File: config.mk
export PLATFORM = sky130hd
export DESIGN_NAME = isvp_video_port
export DESIGN_NICKNAME = d
export VERILOG_FILES = /design/src/logic/isvp_pkg.sv /design/src/logic/isvp_sync3.sv /design/src/logic/isvp_video_port.sv
export VERILOG_INCLUDE_DIRS = /design/src /design/src/logic
export SDC_FILE = /design/constraint.sdc
export NUM_CORES = 1
export LEC_CHECK = 0
export BUFFER_PORTS_ARGS = -buffer_cell sky130_fd_sc_hd__buf_2
export CAP_MARGIN = 25
export CELL_PAD_IN_SITES_DETAIL_PLACEMENT = 1
export CELL_PAD_IN_SITES_GLOBAL_PLACEMENT = 1
export CORE_MARGIN = 1.5
export CORE_UTILIZATION = 40
export DETAILED_ROUTE_END_ITERATION = 16
export PLACE_DENSITY = 0.79
export SETUP_SLACK_MARGIN = 0.5
export SYNTH_ARGS = -nofsm -noshare
export SYNTH_HDL_FRONTEND = slang
export SYNTH_SLANG_ARGS = --single-unit
File: constraint.sdc
create_clock -name ref_clk_i -period 4 [get_ports ref_clk_i]
set_clock_uncertainty 0.2 [all_clocks]
set_input_delay 0.2 -clock ref_clk_i [delete_from_list [all_inputs] [get_ports ref_clk_i]]
set_output_delay 0.2 -clock ref_clk_i [all_outputs]
set_load 0.1 [all_outputs]
File: src/logic/isvp_map.svh
// What this block does
// - A row takes 128 clock cycles to read out in parallel mode and 1024 in serial mode.
// - One frame lasts the idle time plus the 2-cycle vertical sync plus the integration time plus the array readout time.
// - A vertical sync pulse lasts at least 2 clock cycles.
// - In serial mode the data-marking pulse on the serial data line lasts exactly one clock cycle.
// - A mode bit selects snapshot operation (set, reset default) or continuous video (cleared).
`ifndef ISVP_MAP_SVH
`define ISVP_MAP_SVH
`define ISVP_CLK_PERIOD_NS 20
`define ISVP_ROW_PAR_CYC 11'h080
`define ISVP_ROW_SER_CYC 11'h400
`define ISVP_HBLANK_CYC 11'h028
`define ISVP_VSYNC_MIN_CYC 11'h002
`define ISVP_ROWS 7'h65
`define ISVP_STEP_NS 10000
`define ISVP_STEP_CYC (`ISVP_STEP_NS / `ISVP_CLK_PERIOD_NS)
`define ISVP_IDLE_MIN 11'h001
`define ISVP_MODE_SNAP_RST 1'b1
`endif

File: src/logic/isvp_pkg.sv
package isvp_pkg;
  typedef enum logic [4:0] {
    ST_IDLE = 5'h01,
    ST_INTEG = 5'h02,
    ST_VSYNC = 5'h04,
    ST_ROW = 5'h08,
    ST_BLANK = 5'h10
  } isvp_state_e;
  typedef struct packed {
    logic vsync;
    logic hsync;
    logic [7:0] data;
  } isvp_video_s;
endpackage

File: src/logic/isvp_sync3.sv
`timescale 1ns/1ns
// Three-stage pin synchroniser; level changes once stages two and three agree
module isvp_sync3 (
  input wire logic ref_clk_i,
  input wire logic srst_i,
  input wire logic ce_i,
  input wire logic d_i,
  output logic q_o
);
  logic s1_r;
  logic s2_r;
  logic s3_r;

  // First stage only feeds the second
  always_ff @(posedge ref_clk_i)
  begin
    if (srst_i)
    begin
      s1_r <= 1'b0;
      s2_r <= 1'b0;
      s3_r <= 1'b0;
      q_o <= 1'b0;
    end
    else if (ce_i)
    begin
      s1_r <= d_i;
      s2_r <= s1_r;
      s3_r <= s2_r;
      if (s2_r == s3_r)
        q_o <= s3_r;
    end
  end
endmodule

File: src/logic/isvp_video_port.sv
`timescale 1ns/1ns
`include "isvp_map.svh"
// Sensor video port timing: frame sequencer, row readout, serial data line
module isvp_video_port (
  input wire logic ref_clk_i,
  input wire logic srst_i,
  input wire logic ce_i,
  input wire logic snapshot_mode_i,
  input wire logic serial_mode_i,
  input wire logic [10:0] idle_cnt_i,
  input wire logic [10:0] integ_cnt_i,
  input wire logic vsync_trig_i,
  input wire logic [7:0] pixel_i,
  output isvp_pkg::isvp_video_s video_o,
  output logic ser_d_o,
  output logic idle_o
);
  isvp_pkg::isvp_state_e state_r;
  isvp_pkg::isvp_state_e state_nxt;
  logic [10:0] cyc_r;
  logic [15:0] step_r;
  logic [6:0] row_r;
  logic mode_snap_r;
  logic trig_s;
  logic trig_d_r;
  logic [2:0] bit_r;
  logic [7:0] shift_r;
  logic [10:0] row_run_r;
  logic [10:0] blank_run_r;

  // Trigger pin is asynchronous to the clock
  isvp_sync3 i_isvp_sync3 (
    .ref_clk_i(ref_clk_i),
    .srst_i(srst_i),
    .ce_i(ce_i),
    .d_i(vsync_trig_i),
    .q_o(trig_s)
  );

  // Decode of counters and events
  wire trig_rise = trig_s & ~trig_d_r;
  wire step_done = (step_r == 16'(`ISVP_STEP_CYC - 1));
  wire [10:0] idle_eff = (idle_cnt_i < `ISVP_IDLE_MIN) ? `ISVP_IDLE_MIN : idle_cnt_i;
  wire [10:0] row_len = serial_mode_i ? `ISVP_ROW_SER_CYC : `ISVP_ROW_PAR_CYC;
  wire idle_done = step_done && (cyc_r >= idle_eff - 11'h001);
  wire integ_done = step_done && (cyc_r >= integ_cnt_i);
  wire vsync_done = (cyc_r == `ISVP_VSYNC_MIN_CYC - 11'h001);
  wire row_done = (cyc_r == row_len - 11'h001);
  wire blank_done = (cyc_r == `ISVP_HBLANK_CYC - 11'h001);
  wire last_row = (row_r == `ISVP_ROWS - 7'h01);
  // Snapshot waits in idle for a trigger; video runs idle time then starts
  wire start_go = mode_snap_r ? trig_rise : idle_done;
  wire step_run = (state_r == isvp_pkg::ST_IDLE) || (state_r == isvp_pkg::ST_INTEG);

  // Frame sequence: idle, vertical sync, integration, readout rows with blanking
  always_comb
  begin
    state_nxt = state_r;
    case (state_r)
      isvp_pkg::ST_IDLE:
        if (start_go)
          state_nxt = isvp_pkg::ST_VSYNC;
      isvp_pkg::ST_VSYNC:
        if (vsync_done)
          state_nxt = isvp_pkg::ST_INTEG;
      isvp_pkg::ST_INTEG:
        if (integ_done)
          state_nxt = isvp_pkg::ST_ROW;
      isvp_pkg::ST_ROW:
        if (row_done)
          state_nxt = last_row ? isvp_pkg::ST_IDLE : isvp_pkg::ST_BLANK;
      isvp_pkg::ST_BLANK:
        if (blank_done)
          state_nxt = isvp_pkg::ST_ROW;
      default:
        state_nxt = isvp_pkg::ST_IDLE;
    endcase
  end

  // State, counters and mode latch
  always_ff @(posedge ref_clk_i)
  begin
    if (srst_i)
    begin
      state_r <= isvp_pkg::ST_IDLE;
      cyc_r <= 11'h000;
      step_r <= 16'h0000;
      row_r <= 7'h00;
      trig_d_r <= 1'b0;
      mode_snap_r <= `ISVP_MODE_SNAP_RST;
    end
    else if (ce_i)
    begin
      trig_d_r <= trig_s;
      state_r <= state_nxt;
      if (state_r == isvp_pkg::ST_IDLE)
        mode_snap_r <= snapshot_mode_i; // Mode changes only between frames
      step_r <= (step_run && !step_done) ? step_r + 16'h0001 : 16'h0000;
      if (state_nxt != state_r)
        cyc_r <= 11'h000;
      else if (!step_run || step_done)
        cyc_r <= cyc_r + 11'h001;
      if (state_r == isvp_pkg::ST_IDLE)
        row_r <= 7'h00;
      else if (state_r == isvp_pkg::ST_ROW && row_done)
        row_r <= row_r + 7'h01;
    end
  end

  // Registered video outputs; data is zero outside active rows
  always_ff @(posedge ref_clk_i)
  begin
    if (srst_i)
      video_o <= '0;
    else if (ce_i)
    begin
      video_o.vsync <= (state_nxt == isvp_pkg::ST_VSYNC);
      video_o.hsync <= (state_nxt == isvp_pkg::ST_ROW);
      video_o.data <= (state_nxt == isvp_pkg::ST_ROW && !serial_mode_i) ? pixel_i : 8'h00;
    end
  end

  // Serial line: marker in the first slot of every row, then MSB-first pixel bits
  // Slot zero of each 8-cycle group carries the marker or stays low, so bit zero is dropped
  always_ff @(posedge ref_clk_i)
  begin
    if (srst_i)
    begin
      ser_d_o <= 1'b0;
      bit_r <= 3'h0;
      shift_r <= 8'h00;
    end
    else if (ce_i)
    begin
      if (serial_mode_i && state_nxt == isvp_pkg::ST_ROW)
      begin
        bit_r <= bit_r + 3'h1;
        if (bit_r == 3'h0)
          shift_r <= pixel_i;
        else
          shift_r <= {shift_r[6:0], 1'b0};
        ser_d_o <= (bit_r == 3'h0) ? (state_r != isvp_pkg::ST_ROW) : shift_r[7];
      end
      else
      begin
        bit_r <= 3'h0;
        ser_d_o <= 1'b0;
      end
    end
  end

  assign idle_o = (state_r == isvp_pkg::ST_IDLE);

  // Assertion helpers: run lengths counted apart from the sequencer's own counter
  always_ff @(posedge ref_clk_i)
  begin
    if (srst_i)
    begin
      row_run_r <= 11'h000;
      blank_run_r <= 11'h000;
    end
    else if (ce_i)
    begin
      row_run_r <= (state_r == isvp_pkg::ST_ROW) ? row_run_r + 11'h001 : 11'h000;
      blank_run_r <= (state_r == isvp_pkg::ST_BLANK) ? blank_run_r + 11'h001 : 11'h000;
    end
  end

  property p_vsync_min;
    @(posedge ref_clk_i) disable iff (srst_i || !ce_i)
    $rose(video_o.vsync) |=> video_o.vsync;
  endproperty
  a_vsync_min: assert property (p_vsync_min) else $error("vsync shorter than two cycles");

  property p_no_data_blank;
    @(posedge ref_clk_i) disable iff (srst_i)
    !video_o.hsync |-> video_o.data == 8'h00;
  endproperty
  a_no_data_blank: assert property (p_no_data_blank) else $error("pixel data outside active row");

  property p_blank_len;
    @(posedge ref_clk_i) disable iff (srst_i || !ce_i)
    (state_r == isvp_pkg::ST_BLANK && state_nxt != isvp_pkg::ST_BLANK)
      |-> blank_run_r == `ISVP_HBLANK_CYC - 11'h001;
  endproperty
  a_blank_len: assert property (p_blank_len) else $error("blanking not 40 cycles");

  property p_row_par;
    @(posedge ref_clk_i) disable iff (srst_i || !ce_i || serial_mode_i)
    (state_r == isvp_pkg::ST_ROW && cyc_r == 11'h000) |-> ##127 (state_r == isvp_pkg::ST_ROW && row_done);
  endproperty
  a_row_par: assert property (p_row_par) else $error("parallel row not 128 cycles");

  property p_row_ser;
    @(posedge ref_clk_i) disable iff (srst_i || !ce_i)
    (state_r == isvp_pkg::ST_ROW && state_nxt != isvp_pkg::ST_ROW && serial_mode_i)
      |-> row_run_r == `ISVP_ROW_SER_CYC - 11'h001;
  endproperty
  a_row_ser: assert property (p_row_ser) else $error("serial row length wrong");

  property p_trig_idle;
    @(posedge ref_clk_i) disable iff (srst_i || !ce_i)
    $rose(video_o.vsync) |-> $past(state_r) == isvp_pkg::ST_IDLE;
  endproperty
  a_trig_idle: assert property (p_trig_idle) else $error("trigger honoured outside idle");

  property p_reset_snap;
    @(posedge ref_clk_i) srst_i |=> mode_snap_r;
  endproperty
  a_reset_snap: assert property (p_reset_snap) else $error("mode not snapshot after reset");

  property p_idle_floor;
    @(posedge ref_clk_i) disable iff (srst_i)
    idle_eff >= 11'h001;
  endproperty
  a_idle_floor: assert property (p_idle_floor) else $error("idle count below one");

  property p_integ_before_row;
    @(posedge ref_clk_i) disable iff (srst_i || !ce_i)
    (state_r == isvp_pkg::ST_INTEG && state_nxt == isvp_pkg::ST_ROW) |-> step_done;
  endproperty
  a_integ_before_row: assert property (p_integ_before_row) else $error("readout before integration end");

  property p_ser_mark;
    @(posedge ref_clk_i) disable iff (srst_i || !ce_i)
    (serial_mode_i && state_r != isvp_pkg::ST_ROW && state_nxt == isvp_pkg::ST_ROW) |=> ser_d_o;
  endproperty
  a_ser_mark: assert property (p_ser_mark) else $error("no marker pulse at serial row start");
endmodule

==> results.yml <==
worst_setup_path:
  rr_worst_depth: 8
  worst-path-stages: 19
  critPathArrivalTime_ns: 3.61
  worstPathRequired_ns: 4.04
  critPathKind: "primary input to flip-flop"
  cpLargestDelayFamily: "simple AND/OR/NAND/NOR gates"
  cp.buffers_inverters: 3
  cp_common_cell: "a31oi_4"
  critPathMaxFanout: 5
  critPathCaptureType: "flip-flop"
  startpoint_type: "primary input"
  worst_path_max_delay_cell: "or4_4"
  cp_cell_sequence: "buf_8, or3_4, or4_4, nor2_4, a31oi_4, ha_4, nand2_4, nor3_1, xnor2_1, ha_1, nand4_1, nor2_1, o21ai_1, o21ai_2, a22oi_2, buf_4, buf_6, a31oi_4, o22ai_1"
  max_stage_delay_ns: 0.56
final_layout:
  n_fill_cell: 1203
  final_nets: 612
  utilization: 0.500
  fin_area_mm2: 0.00491
  syn_to_final_growth_pct: 20.9
  regArea_mm2: 0.00134
  multi_input_area_mm2: 0.00263
  n_antenna_cell: 0
  layoutNonFillerInstCount: 683
  layout-drive-gt1-share: 0.209
power:
  p_leak_nw: 1.97
  ir_worst_vdd_mv: 0.178
  power.density_mw_per_mm2: 296
  finalPower_w: 0.00145
global_route:
  grt_overflow: 0
  grt_max_degree: 38
  antenna_found_initial: 0
  grt_pass1_wl_um: 18600
  grt_pass1_vias: 3880
  grt_util_all_layers: 0.209
floorplan:
  row_count: 36
  core_mm2: 0.00982
  die_h_um: 104
  die_x_um: 104
  initial_utilization: 0.414
  dieArea_mm2: 0.0108
  ios: 48
detailed_routing:
  vias_per_cell: 5.70
  postRouteAntennaNets: 0
  vias: 3890
  routed_wl_um: 11400
  first_pass_iters: 4
  dr.first_iter.drc_count: 101
  drc: 0
  wl_per_cell_um: 16.6
timing:
  slew-limit-headroom: 0.299
  worst_slew_pin_slew_ns: 1.05
  finalMaxSlewViolations: 0
  setup_viol: 0
  grt_setup_unrepaired: "true"
  fmax_mhz: 280
  tns_ns: 0
  period_share: 0.893
  min_period_ns: 3.57
  finalHoldViolations: 0
logic_synthesis:
  synth-main-ff-cell: "dfxtp_1"
  yosys_warnings: 0
  yosysSeqAreaShare: 0.330
  syn_inst: 485
  netlist_area_mm2: 0.00406
  syn_area_per_cell_um2: 8.37
  async_flop_share: 0
  ys_ff_latch: 67
  synth-edff-count: 0
  synthesis.nets: 551
  yosysUniqueCellTypes: 69
hold_path:
  min_delay_path_depth: 2
  hold_path.class: "primary input to flip-flop"
cts:
  cts-root-buf: "clkbuf_8"
  clock_sinks: 67
  clockBufferDepth: 2
  cts_tree: "built"
  htreeDepth: 3
  clk_pin_slew_ns: 0.08
  insertion_delay_ns: 0.35
  cts_buffers: 9
place:
  place_inst: 646
  gp_congestion: 0.826
  dpl_cell_area_mm2: 0.00436
  port_buffers: 47
  dp_hpwl_um: 7730
outcome:
  outcome: "finished, final reports clean"
run:
  max_cap_violations: 0
-- per-stage QoR --
step	hold WS, ns	setup WS, ns
floorplan	0.147	0.509
global placement	0.241	0.186
finish	0.177	0.426
detailed placement	0.262	-0.0377
CTS	0.174	0.523
global route	0.193	0.273
-- logic make-up after synthesis --
logic type      Yosys count  share of synthesized area
simple gates            191                      0.241
compound gates          113                      0.196
flops                    67                      0.330
buf+inv                  46                     0.0548
fa+ha+maj                30                     0.0924
xor+xnor                 26                     0.0561
mux                      12                     0.0296
-- layer usage --
metal  GRT usage  vias to the layer above  routed length (um)
li1            -                     1891                   -
met1       0.255                     1922                5080
met2       0.371                       57                5820
met3      0.0384                       20                 283
met4      0.0685                        0                 184
met5           0                        -                   0
-- worst paths after layout --
path	startpoint	slack, ns	endpoint
worst max-delay path	idle_cnt_i[5]	0.43	cyc_r[7]
worst min-delay path	srst_i	0.18	i_isvp_sync3.s2_r
worst max register to register	step_r[0]	0.67	cyc_r[1]
worst min register to register	ser_d_o	0.28	ser_d_o
-- where the power goes --
group,total [W],internal (W),switching [W]
Combinational,0.000186,0.0000699,0.000116
Clock,0.000583,0.000305,0.000279
Sequential,0.000684,0.000675,0.00000979
Total,0.00145,0.00105,0.000404
-- repair_timing --
action	CTS	global route
setup endpoints to repair	11	14
hold endpoints to repair	12	0
gates resized for setup	3	34
hold buffers	11	0
pin swaps	1	24
gates cloned	0	1
buffers inserted	3	7
-- cell usage after synthesis, types with 11 or more instances --
| cell type | number | area share |
|---|---|---|
| o21ai_0 | 21 | 0.026 |
| a21oi_1 | 28 | 0.035 |
| nand4_1 | 17 | 0.026 |
| nor2_1 | 60 | 0.055 |
| clkbuf_1 | 13 | 0.012 |
| nor3_1 | 11 | 0.014 |
| nand2_1 | 32 | 0.030 |
| xnor2_1 | 16 | 0.035 |
| nand3_1 | 21 | 0.026 |
| inv_1 | 22 | 0.020 |
| ha_1 | 30 | 0.092 |
| dfxtp_1 | 67 | 0.33 |
| mux2i_1 | 12 | 0.030 |
-- flip-flops by register name, indices dropped and copies added (netlist names) --
| name | count |
|---|---|
| i_isvp_sync3.s2_r | 1 |
| state_r | 5 |
| i_isvp_sync3.s1_r | 1 |
| trig_d_r | 1 |
| step_r | 16 |
| video_o | 10 |
| ser_d_o | 1 |
| mode_snap_r | 1 |
| i_isvp_sync3.q_o | 1 |
| i_isvp_sync3.s3_r | 1 |
| row_r | 7 |
| bit_r | 3 |
| cyc_r | 11 |
| shift_r | 8 |
-- layout by cell type (no fill, tap or decap), drive strengths merged, types with 3 or more instances in the layout --
cell	instances
dfxtp	67
buf	62
nor2	61
nand2	32
ha	30
a21oi	28
inv	23
o21ai	22
nand3	21
nand4	17
xnor2	16
mux2i	12
nor3	12
dlygate4sd3	11
xor2	10
clkbuf	10
a32oi	9
or3	8
a31oi	8
a311oi	7
nand2b	5
o211ai	5
a211oi	5
or4	5
nor4	4
nand3b	4
o21a	4
and2	4
or2	4
and3	4
o22ai	3
nor2b	3
-- final cells by class --
| class | count | area share |
|---|---|---|
| timing repair buffer | 73 | 0.0994 |
| tap | 133 | 0.0339 |
| sequential | 67 | 0.273 |
| inverter | 23 | 0.0176 |
| multi-input combinational | 372 | 0.535 |
| clock buffer | 10 | 0.0280 |
| clock inverter | 5 | 0.0127 |
(Power assumes the default switching activity.)
